$ cat src/core/lpmb_defs.svh
// Offsets, field positions, reset values and timing constants
`ifndef LPMB_DEFS_SVH
`define LPMB_DEFS_SVH
// ----------------------------------------------------------------------
// Register byte addresses
// ----------------------------------------------------------------------
`define LPMB_ADDR_CTRL 8'h00
`define LPMB_ADDR_LEVEL 8'h04
`define LPMB_ADDR_FREQ 8'h38
`define LPMB_ADDR_STATUS 8'h08
`define LPMB_ADDR_RESET 8'h60
// ----------------------------------------------------------------------
// Control register fields
// ----------------------------------------------------------------------
`define LPMB_BIT_NOT_STANDBY_BIT 0
`define LPMB_BIT_BOOST_EN 1
`define LPMB_BIT_AUTOLOAD 2
`define LPMB_BIT_LED_EN 3
`define LPMB_FREQ_HI 2
`define LPMB_FREQ_MID 1
`define LPMB_FREQ_LO 0
// ----------------------------------------------------------------------
// Reset values
// ----------------------------------------------------------------------
`define LPMB_CTRL_RST 4'h4
`define LPMB_LEVEL_RST 8'h3f
`define LPMB_FREQ_RST 3'h7
// ----------------------------------------------------------------------
// Timing
// ----------------------------------------------------------------------
`define LPMB_CLK_HZ 20000000
`define LPMB_DELAY_MS 10
`define LPMB_DELAY_CYC (`LPMB_CLK_HZ / 1000 * `LPMB_DELAY_MS)
`define LPMB_MINPULSE_NS 25
`define LPMB_CLK_NS 50
`define LPMB_MINPULSE_CYC \
  ((`LPMB_MINPULSE_NS + `LPMB_CLK_NS - 1) / `LPMB_CLK_NS)
`define LPMB_DIV_2M 10
`define LPMB_DIV_167M 12
`define LPMB_DIV_1M 20
`define LPMB_DUTY_NUM 7
`define LPMB_DUTY_DEN 8
`define LPMB_RESP_OKAY 2'h0
`define LPMB_RESP_SLVERR 2'h2
`endif

$ cat src/core/lpmb_pkg.sv
// Types shared by the mode sequencer and boost control
package lpmb_pkg;
  typedef enum logic [4:0] {
    LPMB_RESET = 5'h01,
    LPMB_STANDBY = 5'h02,
    LPMB_STARTUP = 5'h04,
    LPMB_BOOST_START = 5'h08,
    LPMB_NORMAL = 5'h10
  } lpmb_mode_t;
endpackage

$ cat src/core/lpmb_ctrl.sv
// Operating-mode sequencer and boost converter digital control
//
// Chosen here: the AXI4-Lite slave port.
`timescale 1ns/1ns
`include "lpmb_defs.svh"

module lpmb_ctrl
  import lpmb_pkg::*;
#(
  parameter int DELAY_CYC = `LPMB_DELAY_CYC
) (
  // Clock and reset
  input wire logic aclk,
  input wire logic aresetn,
  // Analog status
  input wire logic por_active,
  input wire logic thermal_shutdown,
  // AXI4-Lite write address
  input wire logic [7:0] s_axi_awaddr,
  input wire logic s_axi_awvalid,
  output logic s_axi_awready,
  // AXI4-Lite write data
  input wire logic [31:0] s_axi_wdata,
  input wire logic [3:0] s_axi_wstrb,
  input wire logic s_axi_wvalid,
  output logic s_axi_wready,
  // AXI4-Lite write response
  output logic [1:0] s_axi_bresp,
  output logic s_axi_bvalid,
  input wire logic s_axi_bready,
  // AXI4-Lite read address
  input wire logic [7:0] s_axi_araddr,
  input wire logic s_axi_arvalid,
  output logic s_axi_arready,
  // AXI4-Lite read data
  output logic [31:0] s_axi_rdata,
  output logic [1:0] s_axi_rresp,
  output logic s_axi_rvalid,
  input wire logic s_axi_rready,
  // Power control
  output logic bias_enable,
  output logic boost_run,
  output logic boost_pfm,
  output logic boost_switch,
  output logic active_load_en,
  output logic [7:0] boost_level,
  output logic led_enable
);

  // --------------------------------------------------------------------
  // Registers
  // --------------------------------------------------------------------
  logic [3:0] ctrl;
  logic [7:0] level;
  logic [2:0] freq_sel;
  lpmb_mode_t mode;
  logic [23:0] delay_cnt;
  logic soft_rst;
  logic [7:0] aw_addr;
  logic aw_held;
  logic [31:0] w_data;
  logic [3:0] w_strb;
  logic w_held;
  logic [4:0] per_cnt;
  logic [4:0] period;
  logic [4:0] on_max;
  logic [4:0] on_min;
  logic dev_rst;
  logic not_standby_bit;
  logic boost_en_bit;
  logic wr_go;
  logic wr_ok;

  assign dev_rst = !aresetn || por_active || soft_rst;
  assign not_standby_bit = ctrl[`LPMB_BIT_NOT_STANDBY_BIT];
  assign boost_en_bit = ctrl[`LPMB_BIT_BOOST_EN];
  assign wr_go = aw_held && w_held && !s_axi_bvalid;
  assign wr_ok = (aw_addr == `LPMB_ADDR_CTRL) ||
                 (aw_addr == `LPMB_ADDR_LEVEL) ||
                 (aw_addr == `LPMB_ADDR_FREQ) ||
                 (aw_addr == `LPMB_ADDR_RESET);

  // --------------------------------------------------------------------
  // Write channel: address and data taken in either order
  // --------------------------------------------------------------------
  always_ff @(posedge aclk) begin
    if (!aresetn) begin
      aw_held <= 1'b0;
      aw_addr <= 8'h00;
      s_axi_awready <= 1'b0;
    end else if (s_axi_awvalid && s_axi_awready) begin
      aw_held <= 1'b1;
      aw_addr <= s_axi_awaddr;
      s_axi_awready <= 1'b0;
    end else if (wr_go) begin
      aw_held <= 1'b0;
    end else begin
      s_axi_awready <= !aw_held && !s_axi_bvalid;
    end
  end

  always_ff @(posedge aclk) begin
    if (!aresetn) begin
      w_held <= 1'b0;
      w_data <= 32'h0000_0000;
      w_strb <= 4'h0;
      s_axi_wready <= 1'b0;
    end else if (s_axi_wvalid && s_axi_wready) begin
      w_held <= 1'b1;
      w_data <= s_axi_wdata;
      w_strb <= s_axi_wstrb;
      s_axi_wready <= 1'b0;
    end else if (wr_go) begin
      w_held <= 1'b0;
    end else begin
      s_axi_wready <= !w_held && !s_axi_bvalid;
    end
  end

  always_ff @(posedge aclk) begin
    if (!aresetn) begin
      s_axi_bvalid <= 1'b0;
      s_axi_bresp <= `LPMB_RESP_OKAY;
    end else if (wr_go) begin
      s_axi_bvalid <= 1'b1;
      // An unmapped address is refused and leaves every register as it was
      s_axi_bresp <= wr_ok ? `LPMB_RESP_OKAY : `LPMB_RESP_SLVERR;
    end else if (s_axi_bready) begin
      s_axi_bvalid <= 1'b0;
    end
  end

  // Any data written to the reset register
  // The pulse lands on the same edge as the response is raised; the bus logic
  // ignores it, so the response still completes across the device reset.
  always_ff @(posedge aclk) begin
    if (!aresetn) begin
      soft_rst <= 1'b0;
    end else begin
      soft_rst <= wr_go && (aw_addr == `LPMB_ADDR_RESET);
    end
  end

  // --------------------------------------------------------------------
  // Control registers
  // --------------------------------------------------------------------
  // Defaults on every reset source
  always_ff @(posedge aclk) begin
    if (dev_rst) begin
      ctrl <= `LPMB_CTRL_RST;
      level <= `LPMB_LEVEL_RST;
      freq_sel <= `LPMB_FREQ_RST;
    end else if (wr_go && w_strb[0]) begin
      case (aw_addr)
        `LPMB_ADDR_CTRL: begin
          ctrl <= w_data[3:0];
        end
        `LPMB_ADDR_LEVEL: begin
          level <= w_data[7:0];
        end
        `LPMB_ADDR_FREQ: begin
          freq_sel <= w_data[2:0];
        end
        default: begin
          ctrl <= ctrl;
        end
      endcase
    end
  end

  // --------------------------------------------------------------------
  // Read channel
  // --------------------------------------------------------------------
  always_ff @(posedge aclk) begin
    if (!aresetn) begin
      s_axi_arready <= 1'b0;
      s_axi_rvalid <= 1'b0;
      s_axi_rdata <= 32'h0000_0000;
      s_axi_rresp <= `LPMB_RESP_OKAY;
    end else if (s_axi_arvalid && s_axi_arready) begin
      s_axi_arready <= 1'b0;
      s_axi_rvalid <= 1'b1;
      s_axi_rresp <= `LPMB_RESP_OKAY;
      case (s_axi_araddr)
        `LPMB_ADDR_CTRL: begin
          s_axi_rdata <= {28'h0, ctrl};
        end
        `LPMB_ADDR_LEVEL: begin
          s_axi_rdata <= {24'h0, level};
        end
        `LPMB_ADDR_FREQ: begin
          s_axi_rdata <= {29'h0, freq_sel};
        end
        // Status is read only: thermal input, soft-start flag, mode code
        `LPMB_ADDR_STATUS: begin
          s_axi_rdata <= {25'h0, thermal_shutdown, boost_pfm, mode};
        end
        default: begin
          s_axi_rdata <= 32'h0000_0000;
          s_axi_rresp <= `LPMB_RESP_SLVERR;
        end
      endcase
    end else if (s_axi_rvalid) begin
      s_axi_rvalid <= !s_axi_rready;
    end else begin
      s_axi_arready <= 1'b1;
    end
  end

  // --------------------------------------------------------------------
  // Mode sequencer
  // --------------------------------------------------------------------
  always_ff @(posedge aclk) begin
    if (dev_rst) begin
      mode <= LPMB_RESET;
      delay_cnt <= 24'h000000;
    end else begin
      case (mode)
        LPMB_RESET: begin
          mode <= LPMB_STANDBY;
        end
        // Held while the bit is low
        LPMB_STANDBY: begin
          delay_cnt <= 24'h000000;
          if (not_standby_bit) begin
            mode <= LPMB_STARTUP;
          end
        end
        LPMB_STARTUP: begin
          if (!not_standby_bit) begin
            mode <= LPMB_STANDBY;
          end else if (thermal_shutdown) begin
            delay_cnt <= 24'h000000;
          end else if (delay_cnt < 24'(DELAY_CYC - 1)) begin
            delay_cnt <= delay_cnt + 24'h000001;
          end else begin
            delay_cnt <= 24'h000000;
            mode <= boost_en_bit ? LPMB_BOOST_START : LPMB_NORMAL;
          end
        end
        LPMB_BOOST_START: begin
          if (!not_standby_bit) begin
            mode <= LPMB_STANDBY;
          end else if (thermal_shutdown) begin
            mode <= LPMB_STARTUP;
            delay_cnt <= 24'h000000;
          end else if (!boost_en_bit) begin
            mode <= LPMB_NORMAL;
          end else if (delay_cnt < 24'(DELAY_CYC - 1)) begin
            delay_cnt <= delay_cnt + 24'h000001;
          end else begin
            mode <= LPMB_NORMAL;
          end
        end
        LPMB_NORMAL: begin
          delay_cnt <= 24'h000000;
          if (!not_standby_bit) begin
            mode <= LPMB_STANDBY;
          end else if (thermal_shutdown) begin
            mode <= LPMB_STARTUP;
          // Enable written high in normal
          // Converter still off here means this enable has had no soft start
          end else if (boost_en_bit && !boost_run) begin
            mode <= LPMB_BOOST_START;
          end
        end
        default: begin
          mode <= LPMB_RESET;
        end
      endcase
    end
  end

  // --------------------------------------------------------------------
  // Power and output control
  // --------------------------------------------------------------------
  always_ff @(posedge aclk) begin
    if (dev_rst) begin
      bias_enable <= 1'b0;
      boost_run <= 1'b0;
      boost_pfm <= 1'b0;
      led_enable <= 1'b0;
      active_load_en <= 1'b0;
      boost_level <= `LPMB_LEVEL_RST;
    end else begin
      bias_enable <= (mode == LPMB_STARTUP) ||
                     (mode == LPMB_BOOST_START) || (mode == LPMB_NORMAL);
      // Converter follows enable
      // Normal mode only keeps a converter that is already running, so a
      // late enable always passes through soft start before any PWM pulse.
      boost_run <= boost_en_bit &&
                   ((mode == LPMB_BOOST_START) ||
                    ((mode == LPMB_NORMAL) && boost_run));
      boost_pfm <= boost_en_bit && (mode == LPMB_BOOST_START);
      led_enable <= ctrl[`LPMB_BIT_LED_EN] && (mode == LPMB_NORMAL);
      active_load_en <= ctrl[`LPMB_BIT_AUTOLOAD] && boost_run;
      // Thermometer code passes to the divider
      boost_level <= level;
    end
  end

  // --------------------------------------------------------------------
  // Switch timing
  // --------------------------------------------------------------------
  // Priority frequency decode
  always_comb begin
    if (freq_sel[`LPMB_FREQ_HI]) begin
      period = 5'(`LPMB_DIV_2M);
    end else if (freq_sel[`LPMB_FREQ_MID]) begin
      period = 5'(`LPMB_DIV_167M);
    end else begin
      period = 5'(`LPMB_DIV_1M);
    end
    // Duty limit as fraction of period
    on_max = 5'((32'(period) * `LPMB_DUTY_NUM) / `LPMB_DUTY_DEN);
    // Minimum pulse, rounded up to whole cycles
    on_min = 5'(`LPMB_MINPULSE_CYC);
  end

  // PFM is emulated by one minimum pulse in every switching period;
  // the analog loop really sets the on time, this only bounds it.
  always_ff @(posedge aclk) begin
    if (dev_rst || !boost_run) begin
      per_cnt <= 5'h00;
      boost_switch <= 1'b0;
    end else begin
      per_cnt <= (per_cnt >= period - 5'h01) ? 5'h00 : per_cnt + 5'h01;
      if (boost_pfm) begin
        boost_switch <= per_cnt < on_min;
      end else begin
        boost_switch <= per_cnt < on_max;
      end
    end
  end

endmodule // lpmb_ctrl

$ cat config.mk
export PLATFORM = sky130hd
export DESIGN_NAME = lpmb_ctrl
export DESIGN_NICKNAME = d
export VERILOG_FILES = /design/src/core/lpmb_pkg.sv /design/src/core/lpmb_ctrl.sv
export VERILOG_INCLUDE_DIRS = /design/src /design/src/core
export SDC_FILE = /design/constraint.sdc
export NUM_CORES = 1
export LEC_CHECK = 0
export ABC_AREA = 0
export BUFFER_PORTS_ARGS = -buffer_cell sky130_fd_sc_hd__buf_2
export CAP_MARGIN = 5
export CORE_MARGIN = 3
export CORE_UTILIZATION = 25
export CTS_CLUSTER_SIZE = 25
export DETAILED_ROUTE_END_ITERATION = 8
export PLACE_DENSITY = 0.44
export SLEW_MARGIN = 10
export SYNTH_ARGS = -nofsm -noshare
export SYNTH_HDL_FRONTEND = slang
export SYNTH_SLANG_ARGS = --single-unit
$ cat constraint.sdc
create_clock -name aclk -period 6.35 [get_ports aclk]
set_input_delay 0.9525 -clock aclk [delete_from_list [all_inputs] [get_ports aclk]]
set_output_delay 0.9525 -clock aclk [all_outputs]
set_load 0.05 [all_outputs]
-- Word-level counts from Yosys, hierarchy flattened
Cells that the tools add are included.
- output and inout bits: 55
- bits in registers: 124
- logic and storage cells: 137
- input bits: 61
- order comparisons: 4
- reduce and logical (&&, ||, !) cells: 47
- eq/ne operators: 20
- add/subtract/negate cells: 3
- muxes and demuxes: 34
- bitwise logic cells: 1
- $mul: 1
- operator list (kind ; count):
    $mux W24 ; 7
    $pmux W24 S3 ; 1
    $mux W5 ; 14
    $pmux W8 S4 ; 1
    $pmux W5 S5 ; 1
    $add A24 B1 Y24 const B ; 1
    $lt A24 B18 Y1 const B ; 1
    $eq A8 B3 Y1 const B ; 2
    $eq A8 B6 Y1 const B ; 2
    $logic_not A8 Y1 ; 2
    $logic_and A1 B1 Y1 ; 15
    $ne A3 B3 Y1 const B ; 4
    $reduce_and A5 Y1 ; 2
    $reduce_or A2 Y1 ; 5
    $logic_or A1 B1 Y1 ; 9
    $eq A8 B4 Y1 const B ; 1
    $eq A8 B7 Y1 const B ; 1
    $mul A5 B3 Y8 const B ; 1
    $mux W1 ; 8
    $logic_not A1 Y1 ; 6
    $ne A2 B2 Y1 const B ; 3
    $reduce_and A2 Y1 ; 3
    $reduce_bool A2 Y1 ; 3
    $add A5 B1 Y5 const B ; 1
    other kinds (15) ; 16

-- Depth between registers and ports, before layout
Gate-level depths: netlist (run 1).
- word-level depth: 6
- depth in mapped cells: 8
- mapped depth without buffers: 8

-- Worst setup path before layout (run 1)
No wires, ideal clock.
- path type: input to register
- start: input thermal_shutdown
- end: register delay_cnt[9]
- data required time: 6.290 ns
- path slack: 3.944 ns
- stages: 7
- setup time: 0.060 ns
- path buffers: 2
- arrival: 2.346 ns
- path through: clkbuf_1 > nor3_2 > nand2_1 > a2111oi_2 > buf_2 > a32oi_1 > nand2_1
- longest elaborated chain between the ends: 3
- elaborated cells between the ends (all ways): 8
- those cells by class: eq/ne (2); mux (5); reduce/logical (1)
- ends and longest elaborated chain (item ; RTL line ; text):
    start, declared ; lpmb_ctrl.sv:17 ; input wire logic thermal_shutdown,
    $mux W24, on equally long branches ; lpmb_ctrl.sv:244, lpmb_ctrl.sv:232 ;
    $mux W24, on equally long branches ; lpmb_ctrl.sv:242, lpmb_ctrl.sv:230 ;
    $pmux W24 S3 ; lpmb_ctrl.sv:218 ; case (mode)
    end signal, assigned ; lpmb_ctrl.sv:235 ; delay_cnt <= delay_cnt + 24'h000001;
    end signal, assigned ; lpmb_ctrl.sv:250 ; delay_cnt <= delay_cnt + 24'h000001;
    end, declared ; lpmb_ctrl.sv:57 ; logic [23:0] delay_cnt;
Several ways; a longest one is shown, not always the timed one. The select of a mux whose other input is x is not followed.
A chain may end at the register's enable or synchronous reset.

-- Final worst setup path (run 1)
- start: register delay_cnt[0]
- end: register delay_cnt[20]
- longest elaborated chain between the ends: 6
- elaborated cells between the ends (all ways): 12
- those cells by class: add/sub (1); order compare (1); eq/ne (1); mux (8); reduce/logical (1)
- ends and longest elaborated chain (item ; RTL line ; text):
    $add A24 B1 Y24 ; lpmb_ctrl.sv:235, lpmb_ctrl.sv:250 ;
    $mux W24 ; lpmb_ctrl.sv:249 ; end else if (delay_cnt < 24'(DELAY_CYC - 1)) begin
    $mux W24 ; lpmb_ctrl.sv:247 ; end else if (!boost_en_bit) begin
    $mux W24 ; lpmb_ctrl.sv:244 ; end else if (thermal_shutdown) begin
    $mux W24 ; lpmb_ctrl.sv:242 ; if (!not_standby_bit) begin
    $pmux W24 S3 ; lpmb_ctrl.sv:218 ;
Several ways; a longest one is shown, not always the timed one. The select of a mux whose other input is x is not followed.

==> out/metrics.yaml, run 1 <==
global_route:
  grt_pass1_vias: 3941
  groute.usage.overall: 0.123
  grt_overflow_total: 0
  grt_pass1_wl_mm: 20.2
  antenna_found_initial: 1
  grt_start_max_net_pins: 62
layout:
  fillCellCount: 2059
  area_growth_pct: 14.2
  multi_input_area_sq_um: 2570
  utilization: 0.292
  drive_gt1_frac: 0.145
  nets: 679
  num_antenna_cells: 0
  regArea_sq_um: 1960
worst_hold_path:
  worst_hold_path_type: "reg -> reg"
place:
  place_congestion: 0.772
  io_buffers: 62
  dp_hpwl_mm: 8.87
yosys:
  ys.flop_type: "dfxtp_1"
  syn_inst: 564
  netlist.area_leader.share: 0.409
  synthesis.area_sq_um: 4790
  synth_edf_count: 0
  yosysUniqueCellTypes: 58
  synth.avg_cell_area_sq_um: 8.50
  ys_warn_count: 0
  synth_top_area_cell: "dfxtp_1"
  synthArstFlopShare: 0
  ys_seq_elements: 98
  ys_seq_area_frac: 0.409
  yosys-top-cells-area: "dfxtp_1 41%, nand2_1 6.3%, mux2i_1 4.4%"
power:
  powerDensity_nw_per_um2: 231
  peakVddDrop_v: 0.000126
  power_mw: 1.27
  p_leak_nw: 2.16
routing:
  dr_total_vias: 4063
  drt-pass1-iter-count: 4
  drt-initial-drc-count: 268
  drc: 0
  routed_wl_mm: 12.4
  wire_per_inst_um: 14.6
  postRouteAntennaNets: 0
  vias_per_cell: 4.80
timing:
  tightest_slew_ns: 0.790
  min_period_over_period: 0.453
  finClkSkew_ns: 0.00884
  tns_ns: 0
  slew_viol_final: 0
  relSlewSlack: 0.473
  hold_viol: 0
  rsz0062_at_grt: "no"
  period_needed_ns: 2.88
  final-setup-viol-count: 0
  max_freq_ghz: 0.348
worst_setup_path:
  path_cells: "ha_1, and3_1, a311oi_1, o2111ai_1, a21o_1, or4_1, a21oi_1"
  cp.arrival_ns: 3.15
  crit_fanout: 23
  r2r_setup_slack_ns: 3.47
  critPathKind: "reg -> reg"
  cp_slowest_cell: "or4_1"
  worstPathRequired_ns: 6.63
  cp_slowest_stage_delay_ns: 0.61
  start_kind: "flop"
  end_kind: "flop"
floorplanning:
  die_x_um: 144
  fp-row-count: 50
  initial_core_util: 0.255
  design.core.area_sq_um: 18800
  fp.dieH_um: 144
  die-area_sq_um: 20900
  io_pins: 116
outcome:
  status: "finished, final reports clean"
clock_network:
  clock_path_buffers: 2
  clockRootBuffer: "clkbuf_16"
  ctsResizeCount: 0
  htree_levels: 3
  post_cts_buffers: 0
  clk_latency_ns: 0.35
  hold_buffers: 0
  cts_made_buffers: 9
  cts_tree: "built"
  numClockSinks: 98
  clk_pin_slew_worst_paths_ns: 0.07
flow_run:
  maxCapViolCount: 0
## power by group
group          internal [mW]  total (mW)  switching, mW
clock                  0.273       0.515          0.242
combinational         0.0283       0.115         0.0865
sequential             0.625       0.635         0.0108
## flip-flops by register name, summed over array words and instances (netlist names), 3 cells and up
name / flops
delay_cnt: 24
aw_addr: 8
boost_level: 8
level: 8
s_axi_rdata: 8
w_data: 8
mode: 5
per_cnt: 5
ctrl: 4
freq_sel: 3
## cell usage after synthesis, types with 4 or more instances
cell type	number
nor4_1	7
clkbuf_1	23
a31oi_1	4
a21o_1	6
nand3_1	21
nand2b_1	14
and4_1	4
dfxtp_1	98
and3_1	11
buf_4	26
and2_1	12
nor2_1	30
a21boi_0	22
ha_1	8
a21oi_1	15
a22oi_1	11
nand2_1	80
nand4_1	21
nor3_1	14
nor2b_1	9
buf_2	4
nor3b_1	4
o21ai_0	18
o2111ai_1	4
mux2i_1	21
o22ai_1	4
a32oi_1	12
inv_1	15
## logic make-up (layout without fill, tap and decap cells)
| logic type | Yosys count | after routing | share of synthesized area |
|---|---|---|---|
| fa+ha+maj | 8 | 8 | 0.0209 |
| xor+xnor | 5 | 5 | 0.00914 |
| flops | 98 | 98 | 0.409 |
| simple gates | 245 | 245 | 0.266 |
| other cells | 2 | 27 | 0.00157 |
| compound gates | 116 | 116 | 0.174 |
| buf+inv | 69 | 93 | 0.0754 |
| mux | 21 | 21 | 0.0439 |
## final cells by class
cell class                      instances  area share
Multi-Input combinational cell        422       0.469
Sequential cell                        98       0.358
Clock inverter                          4     0.00526
Clock buffer                           10      0.0437
Inverter                               15      0.0103
Tap cell                              234      0.0535
Timing Repair Buffer                   64      0.0594
## per-stage QoR
stage / std cells / worst slack (ns) / instance area (sq um) / hold slack (ns)
2_1_floorplan: 589 / 3.94 / 4890 / 0.426
3_3_place_gp: 833 / 3.44 / 5200 / 0.449
3_5_place_dp: 833 / 3.41 / 5200 / 0.457
4_1_cts: 847 / 3.41 / 5470 / 0.469
5_1_grt: 847 / 3.11 / 5470 / 0.484
6_report: 847 / 3.47 / 5470 / 0.460
## final timing paths
check                           cells past startpoint                       start                          to
worst max-delay path                                7   delay_cnt[0]$_SDFFE_PP0P_  delay_cnt[20]$_SDFFE_PP0P_
worst max register to register                      7   delay_cnt[0]$_SDFFE_PP0P_  delay_cnt[20]$_SDFFE_PP0P_
worst min register to register                      2  delay_cnt[20]$_SDFFE_PP0P_  delay_cnt[20]$_SDFFE_PP0P_
worst min-delay path                                2  delay_cnt[20]$_SDFFE_PP0P_  delay_cnt[20]$_SDFFE_PP0P_
## layout by cell type, fill, tap and decap left out, types with 15 or more instances in the layout
master,count
dfxtp_1,98
nand2_1,80
buf_2,62
nor2_1,30
conb_1,27
a21boi_0,22
nand4_1,21
nand3_1,21
mux2i_1,21
o21ai_0,18
inv_1,15
a21oi_1,15
## critical path: cells and delay by family (launching register included)
family / cells / cell delay (ns)
compound gates: 4 / 1.36
simple gates: 2 / 0.85
fa+ha+maj: 1 / 0.24
flops: 1 / 0.34
## metal layers
| metal | vias to the layer above | GRT usage | part of all wire |
|---|---|---|---|
| li1 | 2063 | - | - |
| met1 | 1903 | 0.161 | 0.47 |
| met2 | 81 | 0.193 | 0.46 |
| met3 | 14 | 0.0341 | 0.050 |
| met4 | 2 | 0.0432 | 0.013 |
| met5 | - | 0 | 0.0011 |
Power figures use the tool's default switching activity.
==> run 2: changes to the inputs <==
--- a/config.mk
+++ b/config.mk
@@ -6,7 +6,7 @@
 export SDC_FILE = /design/constraint.sdc
 export NUM_CORES = 1
 export LEC_CHECK = 0
-export ABC_AREA = 0
+export ABC_AREA = 1
 export BUFFER_PORTS_ARGS = -buffer_cell sky130_fd_sc_hd__buf_2
 export CAP_MARGIN = 5
 export CORE_MARGIN = 3
==> constraint.sdc (replaced) <==
create_clock -name aclk -period 2.65 [get_ports aclk]
set_input_delay 0.3975 -clock aclk [delete_from_list [all_inputs] [get_ports aclk]]
set_output_delay 0.3975 -clock aclk [all_outputs]
set_load 0.05 [all_outputs]
==> run 2 against run 1 <==
Against the previous run: non-clock buffer count is 3 higher; final cell count is 20% higher; register-to-register slack worse by 2.9 ns; via count is 4.7% higher; critical path depth is 3 higher; sequential cell count stayed put; combinational power grew to 2.7 times the previous value; sequential share of layout area is 0.98 points lower; routed wire length is 1.7% lower; clock skew is 0.00097 ns lower; highest routed layer unchanged.
==> out/metrics.yaml, run 2 <==
timing:
  max_freq_ghz: 0.491  # was 0.348 GHz
  slew_viol_final: 0  # unchanged
  period_needed_ns: 2.04  # was 2.88 ns
  hold_viol: 0  # unchanged
  tns_ns: 0  # unchanged
  setup_slack_ns: 0.614  # was 3.47 ns
  tightest_slew_ns: 0.538  # was 0.790 ns
  rsz0062_at_grt: "no"  # unchanged
  final-setup-viol-count: 0  # unchanged
  min_period_over_period: 0.768  # was 0.453
  relSlewSlack: 0.638  # was 0.473
  finClkSkew_ns: 0.00787  # was 0.00884 ns
routing:
  routed_wl_mm: 12.2  # was 12.4 mm
  drc: 0  # unchanged
  vias_per_cell: 4.18  # was 4.80
  dr_total_vias: 4255  # was 4,063
  drt-pass1-iter-count: 4  # unchanged
  drt-initial-drc-count: 171  # was 268
  postRouteAntennaNets: 0  # unchanged
  wire_per_inst_um: 11.9  # was 14.6 um
global_route:
  grt_pass1_vias: 3956  # was 3,941
  busiest_layer: "met2"  # unchanged
  grt_pass1_wl_mm: 19.8  # was 20.2 mm
  grtUsageMet1: 0.144  # was 0.161
  grtUsageMet3: 0.0337  # was 0.0341
  groute.usage.overall: 0.116  # was 0.123
  grt_util_met2: 0.189  # was 0.193
  grt_overflow_total: 0  # unchanged
  grt_start_max_net_pins: 42  # was 62
  antenna_found_initial: 1  # unchanged
yosys:
  synth.avg_cell_area_sq_um: 7.00  # was 8.50 sq um
  netlist.area_leader.share: 0.405  # was 0.409
  yosysUniqueCellTypes: 37  # was 58
  synthArstFlopShare: 0  # unchanged
  ys_seq_elements: 98  # unchanged
  ys_seq_area_frac: 0.405  # was 0.409
  syn_inst: 692  # was 564
  yosys-top-cells-area: "dfxtp_1 40%, nand2_1 13%, nor2_1 7.2%"  # was dfxtp_1 41%, nand2_1 6.3%, mux2i_1 4.4%
  synth_most_common_cell: "nand2_1"  # was dfxtp_1
  synth_common_cells: "163 x nand2_1, 98 x dfxtp_1, 93 x nor2_1, 87 x inv_1, 37 x o21ai_0"  # was 98 x dfxtp_1, 80 x nand2_1, 30 x nor2_1, 26 x buf_4, 23 x clkbuf_1
  synthesis.area_sq_um: 4850  # was 4790 sq um
  synth_top_area_cell: "dfxtp_1"  # unchanged
  synth_edf_count: 0  # unchanged
  ys.flop_type: "dfxtp_1"  # unchanged
  ys_warn_count: 0  # unchanged
layout:
  num_antenna_cells: 0  # unchanged
  largest_register_ffs: 24  # unchanged
  area_growth_pct: 16.1  # was 14.2%
  regMostFlops: "delay_cnt"  # unchanged
  nets: 822  # was 679
  final_common_cell: "nand2_1"  # was dfxtp_1
  drive_gt1_frac: 0.153  # was 0.145
  mostFrequentLayoutCells: "163 x nand2_1, 98 x dfxtp_1, 93 x nor2_1, 87 x inv_1, 62 x buf_2"  # was 98 x dfxtp_1, 80 x nand2_1, 62 x buf_2, 30 x nor2_1, 27 x conb_1
flow_run:
  maxCapViolCount: 0  # unchanged
clock_network:
  clock_path_buffers: 2  # unchanged
  numClockSinks: 98  # unchanged
  clk_pin_slew_worst_paths_ns: 0.07  # about the same
  clk_latency_ns: 0.35  # about the same
  ctsResizeCount: 0  # unchanged
  post_cts_buffers: 0  # unchanged
  clockRootBuffer: "clkbuf_16"  # unchanged
  cts_made_buffers: 9  # unchanged
  cts_tree: "built"  # unchanged
  hold_buffers: 0  # unchanged
  htree_levels: 3  # unchanged
power:
  comb_power_share: 0.098  # was 0.091
  p_int_mw: 2.26  # was 0.926 mW
  pwr-share-seq: 0.485  # was 0.502
  p_sw_mw: 0.889  # was 0.339 mW
  swShare: 0.282  # was 0.268
  p_leak_nw: 2.47  # was 2.16 nW
  powerDensity_nw_per_um2: 560  # was 231 nW/um^2
  peakVddDrop_v: 0.000334  # was 0.000126 V
  clkPwrFrac: 0.417  # was 0.407
outcome:
  status: "finished, final reports clean"  # unchanged
floorplanning:
  io_pins: 116  # unchanged
  initial_core_util: 0.256  # was 0.255
  die_x_um: 145  # was 144 um
  fp.dieH_um: 145  # was 144 um
  design.core.area_sq_um: 18900  # was 18,800 sq um
  die-area_sq_um: 21100  # was 20,900 sq um
  fp-row-count: 50  # unchanged
place:
  io_buffers: 62  # unchanged
  post-place-ws_ns: 0.618  # was 3.41 ns
  place_congestion: 0.860  # was 0.772
  dp_hpwl_mm: 9.14  # was 8.87 mm
worst_setup_path:
  critPathKind: "reg -> reg"  # unchanged
  end_kind: "flop"  # unchanged
  path_cells: "ha_1, nand3_1, o21ai_1, nand2_1, nand3_1, nand2_2, nand2_2, nand2_1, nand2_1, a21oi_1"  # was ha_1, and3_1, a311oi_1, o2111ai_1, a21o_1, or4_1, a21oi_1
  cp.arrival_ns: 2.25  # was 3.15 ns
  cp_slowest_stage_delay_ns: 0.36  # was 0.61 ns
  crit_fanout: 14  # was 23
  worstPathRequired_ns: 2.86  # was 6.63 ns
  start_kind: "flop"  # unchanged
  cp_slowest_cell: "dfxtp_1"  # was or4_1
  cp_common_cell: "nand2_1"
worst_hold_path:
  worst_hold_path_type: "in -> reg"  # was reg -> reg
-- run 2: cell types whose count changed after synthesis, moves of 20 or more --
cell and delta:
nand2_1 +83, inv_1 +72, nor2_1 +63, a21boi_0 -21
mux2i_1 -21, a21oi_1 +20
-- run 2: through the flow --
stage	instance area (sq um)	power (mW)	util	hold WS, ns	cells
2_1_floorplan	4940	1.83	-	0.412	717
3_3_place_gp	5330	1.88	0.282	0.429	1002
3_5_place_dp	5330	1.88	0.282	0.430	1002
4_1_cts	5630	3.21	0.298	0.267	1018
5_1_grt	5630	3.30	0.298	0.284	1018
6_report	5630	3.15	0.298	0.286	1018
-- run 2: final timing paths --
path                               from                          to  slack, ns  depth (start not counted)
min                        s_axi_rready     s_axi_rvalid$_SDFF_PN0_       0.29                          4
min reg2reg  delay_cnt[19]$_SDFFE_PP0P_  delay_cnt[19]$_SDFFE_PP0P_       0.44                          2
max           delay_cnt[0]$_SDFFE_PP0P_   delay_cnt[4]$_SDFFE_PP0P_       0.61                         10
max reg2reg   delay_cnt[0]$_SDFFE_PP0P_   delay_cnt[4]$_SDFFE_PP0P_       0.61                         10
-- run 2: logic make-up after synthesis --
logic type,count (synthesis),share of synthesized area
adders and majority gates,8,0.0207
buffers and inverters,134,0.131
AOI/OAI and AO/OA,96,0.114
DFF,98,0.405
and+or+nand+nor,350,0.321
xor gates and xnor gates,4,0.00723
other,2,0.00155
-- run 2: cell type report --
type	instances	area [sq um]
fillers	2146	13300
multi-input cells	485	2350
flip-flops and latches	98	1960
repair buffers	67	348
inverters	92	345
well taps	260	325
clock buffers	10	239
clock inverters	6	56.3
-- run 2: critical path, delay by kind of cell, from the launching register on --
kind | cells | cell delay (ns)
flops | 1 | 0.36
simple gates | 7 | 1.11
fa+ha+maj | 1 | 0.21
compound gates | 2 | 0.22
-- run 2: power by group through the flow --
| stage | clock network, mW | logic [mW] | registers, mW |
|---|---|---|---|
| 2_1_floorplan | 0 | 0.246 | 1.59 |
| 3_3_place_gp | 0 | 0.314 | 1.56 |
| 3_5_place_dp | 0 | 0.313 | 1.56 |
| 4_1_cts | 1.37 | 0.314 | 1.53 |
| 5_1_grt | 1.42 | 0.344 | 1.53 |
| 6_report | 1.31 | 0.310 | 1.53 |
-- run 2: per-layer routing --
metal / part of all wire / routed length (um)
met5: 0.00058 / 7
met4: 0.025 / 304
met1: 0.46 / 5540
met3: 0.047 / 576
met2: 0.47 / 5730
==> run 3: changes to the inputs <==
--- a/config.mk
+++ b/config.mk
@@ -13,7 +13,7 @@
 export CORE_UTILIZATION = 25
 export CTS_CLUSTER_SIZE = 25
 export DETAILED_ROUTE_END_ITERATION = 8
-export PLACE_DENSITY = 0.44
+export PLACE_DENSITY = 0.46
 export SLEW_MARGIN = 10
 export SYNTH_ARGS = -nofsm -noshare
 export SYNTH_HDL_FRONTEND = slang
==> constraint.sdc (replaced) <==
create_clock -name aclk -period 1.7 [get_ports aclk]
set_input_delay 0.255 -clock aclk [delete_from_list [all_inputs] [get_ports aclk]]
set_output_delay 0.255 -clock aclk [all_outputs]
set_load 0.05 [all_outputs]
==> run 3 against run 2 <==
Against the previous run: sequential cell count unchanged; first-iteration DRC count fell by 13%; sequential share of layout area shrank 2.7 points; utilization rose by 2.6 points; sequential power up 56%; worst hold slack worse by 0.13 ns; final cell count increased by 4.1%; maximum frequency increased by 27%; routed wire length grew 3.5%; largest power group unchanged; highest routed layer is now met4.
==> out/metrics.yaml, run 3 (synthesis results as in run 2) <==
outcome:
  status: "finished, final reports clean"  # unchanged
layout:
  multi_input_area_sq_um: 2460  # was 2350 sq um
  num_antenna_cells: 0  # unchanged
  fillCellCount: 2141  # was 2,146
  fin_area_sq_um: 6120  # was 5630 sq um
  drive_gt1_frac: 0.229  # was 0.153
  mostFrequentLayoutCells: "159 x nand2_1, 94 x dfxtp_1, 88 x nor2_1, 85 x inv_1, 62 x buf_2"  # was 163 x nand2_1, 98 x dfxtp_1, 93 x nor2_1, 87 x inv_1, 62 x buf_2
  area_growth_pct: 26.3  # was 16.1%
  regMostFlops: "delay_cnt"  # unchanged
  nets: 865  # was 822
  final_common_cell: "nand2_1"  # unchanged
  largest_register_ffs: 24  # unchanged
  regArea_sq_um: 1970  # was 1960 sq um
worst_setup_path:
  cp_common_cell: "nand2_1"  # unchanged
  crit_start: "delay_cnt[12]$_SDFFE_PP0P_"  # was delay_cnt[0]$_SDFFE_PP0P_
  cp_slowest_stage_delay_ns: 0.31  # was 0.36 ns
  r2r-end: "delay_cnt[14]$_SDFFE_PP0P_"  # was delay_cnt[4]$_SDFFE_PP0P_
  end_kind: "flop"  # unchanged
  critPathBufInv: 1  # was 0
  cp.arrival_ns: 1.88  # was 2.25 ns
  crit_fanout: 5  # was 14
  r2r_setup_slack_ns: 0.10  # was 0.61 ns
  start_kind: "flop"  # unchanged
  worstRegToRegCells: 10  # unchanged
  worstPathRequired_ns: 1.98  # was 2.86 ns
  cp_slowest_cell: "dfxtp_1"  # unchanged
  rr_startpoint: "delay_cnt[12]$_SDFFE_PP0P_"  # was delay_cnt[0]$_SDFFE_PP0P_
  path_cells: "nor2_1, nand3_2, a21oi_4, nand2_2, o21bai_4, buf_4, nand2_1, nand2_1, nand2_1, nor2_1"  # was ha_1, nand3_1, o21ai_1, nand2_1, nand3_1, nand2_2, nand2_2, nand2_1, nand2_1, a21oi_1
  cp_top_family: "simple AND/OR/NAND/NOR gates"  # unchanged
  critPathKind: "reg -> reg"  # unchanged
timing:
  min_period_over_period: 0.941  # was 0.768
  final-setup-viol-count: 0  # unchanged
  finClkSkew_ns: 0.00779  # was 0.00787 ns
  slew_viol_final: 0  # unchanged
  period_needed_ns: 1.60  # was 2.04 ns
  hold_viol: 0  # unchanged
  tns_ns: 0  # unchanged
  setup_slack_ns: 0.101  # was 0.614 ns
  max_freq_ghz: 0.625  # was 0.491 GHz
  rsz0062_at_grt: "yes"  # was no
  whs_ns: 0.154  # was 0.286 ns
routing:
  routed_wl_mm: 12.6  # was 12.2 mm
  vias_per_cell: 4.10  # was 4.18
  drt-pass1-iter-count: 5  # was 4
  drt-initial-drc-count: 149  # was 171
  wire_per_inst_um: 11.9  # about the same
  postRouteAntennaNets: 0  # unchanged
  drc: 0  # unchanged
  dr_total_vias: 4345  # was 4,255
power:
  peakVddDrop_v: 0.000410  # was 0.000334 V
  comb_power_share: 0.104  # was 0.098
  swShare: 0.264  # was 0.282
  p_leak_nw: 2.75  # was 2.47 nW
  clkPwrFrac: 0.418  # was 0.417
  power_mw: 4.99  # was 3.15 mW
  pwr-share-seq: 0.477  # was 0.485
  p_sw_mw: 1.32  # was 0.889 mW
  powerDensity_nw_per_um2: 816  # was 560 nW/um^2
  p_int_mw: 3.67  # was 2.26 mW
place:
  place_congestion: 0.822  # was 0.860
  io_buffers: 62  # unchanged
  dpl_cell_area_sq_um: 5670  # was 5330 sq um
  post-place-ws_ns: -0.0282  # was 0.618 ns
  dp_hpwl_mm: 9.67  # was 9.14 mm
clock_network:
  htree_levels: 3  # unchanged
  cts_tree: "built"  # unchanged
  clk_pin_slew_worst_paths_ns: 0.07  # about the same
  clockRootBuffer: "clkbuf_16"  # unchanged
  numClockSinks: 98  # unchanged
  cts_made_buffers: 9  # unchanged
  clk_latency_ns: 0.35  # about the same
  clock_path_buffers: 2  # unchanged
floorplanning:
  fp-row-count: 50  # unchanged
  io_pins: 116  # unchanged
  fp.dieH_um: 145  # unchanged
  design.core.area_sq_um: 18900  # unchanged
  die-area_sq_um: 21100  # unchanged
  die_x_um: 145  # unchanged
  initial_core_util: 0.256  # unchanged
worst_hold_path:
  worst_hold_path_type: "in -> reg"  # unchanged
  hold_depth: 4  # unchanged
  hold_path_end: "s_axi_rvalid$_SDFF_PN0_"  # unchanged
  holdCritStartpoint: "s_axi_rready"  # unchanged
global_route:
  grt_start_max_net_pins: 42  # unchanged
  grt_pass1_wl_mm: 20.9  # was 19.8 mm
  grt_pass1_vias: 4211  # was 3,956
  grt_overflow_total: 0  # unchanged
  groute.usage.overall: 0.120  # was 0.116
  antenna_found_initial: 0  # was 1
flow_run:
  maxCapViolCount: 0  # unchanged
run 3: cell count changes in the layout (fill, tap and decap cells not counted), sizes merged:
cell,change
buf,+43
bufinv,+1
clkinvlp,-1
inv,-1
run 3: metal layers:
metal	track usage	wire length, um	vias up
li1	-	-	2357
met1	0.155	6000	1908
met2	0.201	5970	69
met3	0.0259	467	11
met4	0.0380	155	0
met5	0	0	-
run 3: power by group through the flow:
stage	registers (mW)	clock network, mW	logic (mW)
after floorplan	2.47	0	0.383
after global placement	2.44	0	0.519
after detailed placement	2.44	0	0.521
after CTS	2.38	2.18	0.522
after global routing	2.39	2.26	0.572
final	2.38	2.09	0.521
run 3: layout make-up:
cell class | count | share of cell area
multi-input combinational | 485 | 0.402
clock inverter | 5 | 0.0100
clock buffer | 10 | 0.0391
timing repair buffer | 110 | 0.118
tap | 260 | 0.0532
inverter | 92 | 0.0564
sequential | 98 | 0.321
run 3: worst max path at each step:
| stage | to | cells after the start | slack (ns) |
|---|---|---|---|
| 2_1_floorplan | level[3]$_SDFFE_PP1P_ | 6 | 0.11 |
| 3_3_place_gp | delay_cnt[14]$_SDFFE_PP0P_ | 10 | -0.04 |
| 3_5_place_dp | delay_cnt[14]$_SDFFE_PP0P_ | 10 | -0.03 |
| 4_1_cts | mode[4]$_SDFFE_PP0P_ | 12 | 0.008 |
| 5_1_grt | delay_cnt[11]$_SDFFE_PP0P_ | 11 | -0.05 |
| 6_report | delay_cnt[14]$_SDFFE_PP0P_ | 10 | 0.10 |
run 3: worst min-delay path, cell delays in order:
cell	delay [ns]
buf_2	0.07
inv_1	0.03
nand2_1	0.04
a21oi_1	0.05
run 3: timing repair:
action                                  CTS  global route
pin swaps                                 0             9
hold buffers                              0             0
buffers inserted                          0             3
hold endpoints to repair                  0             0
endpoints found under the setup margin   13            31
gates resized for setup                   3            33
run 3: through the flow:
stage                     utilization  cells
final                           0.324   1060
after floorplan                     -    717
after detailed placement        0.300   1042
after CTS                       0.317   1057
after global placement          0.300   1042
after global routing            0.324   1060
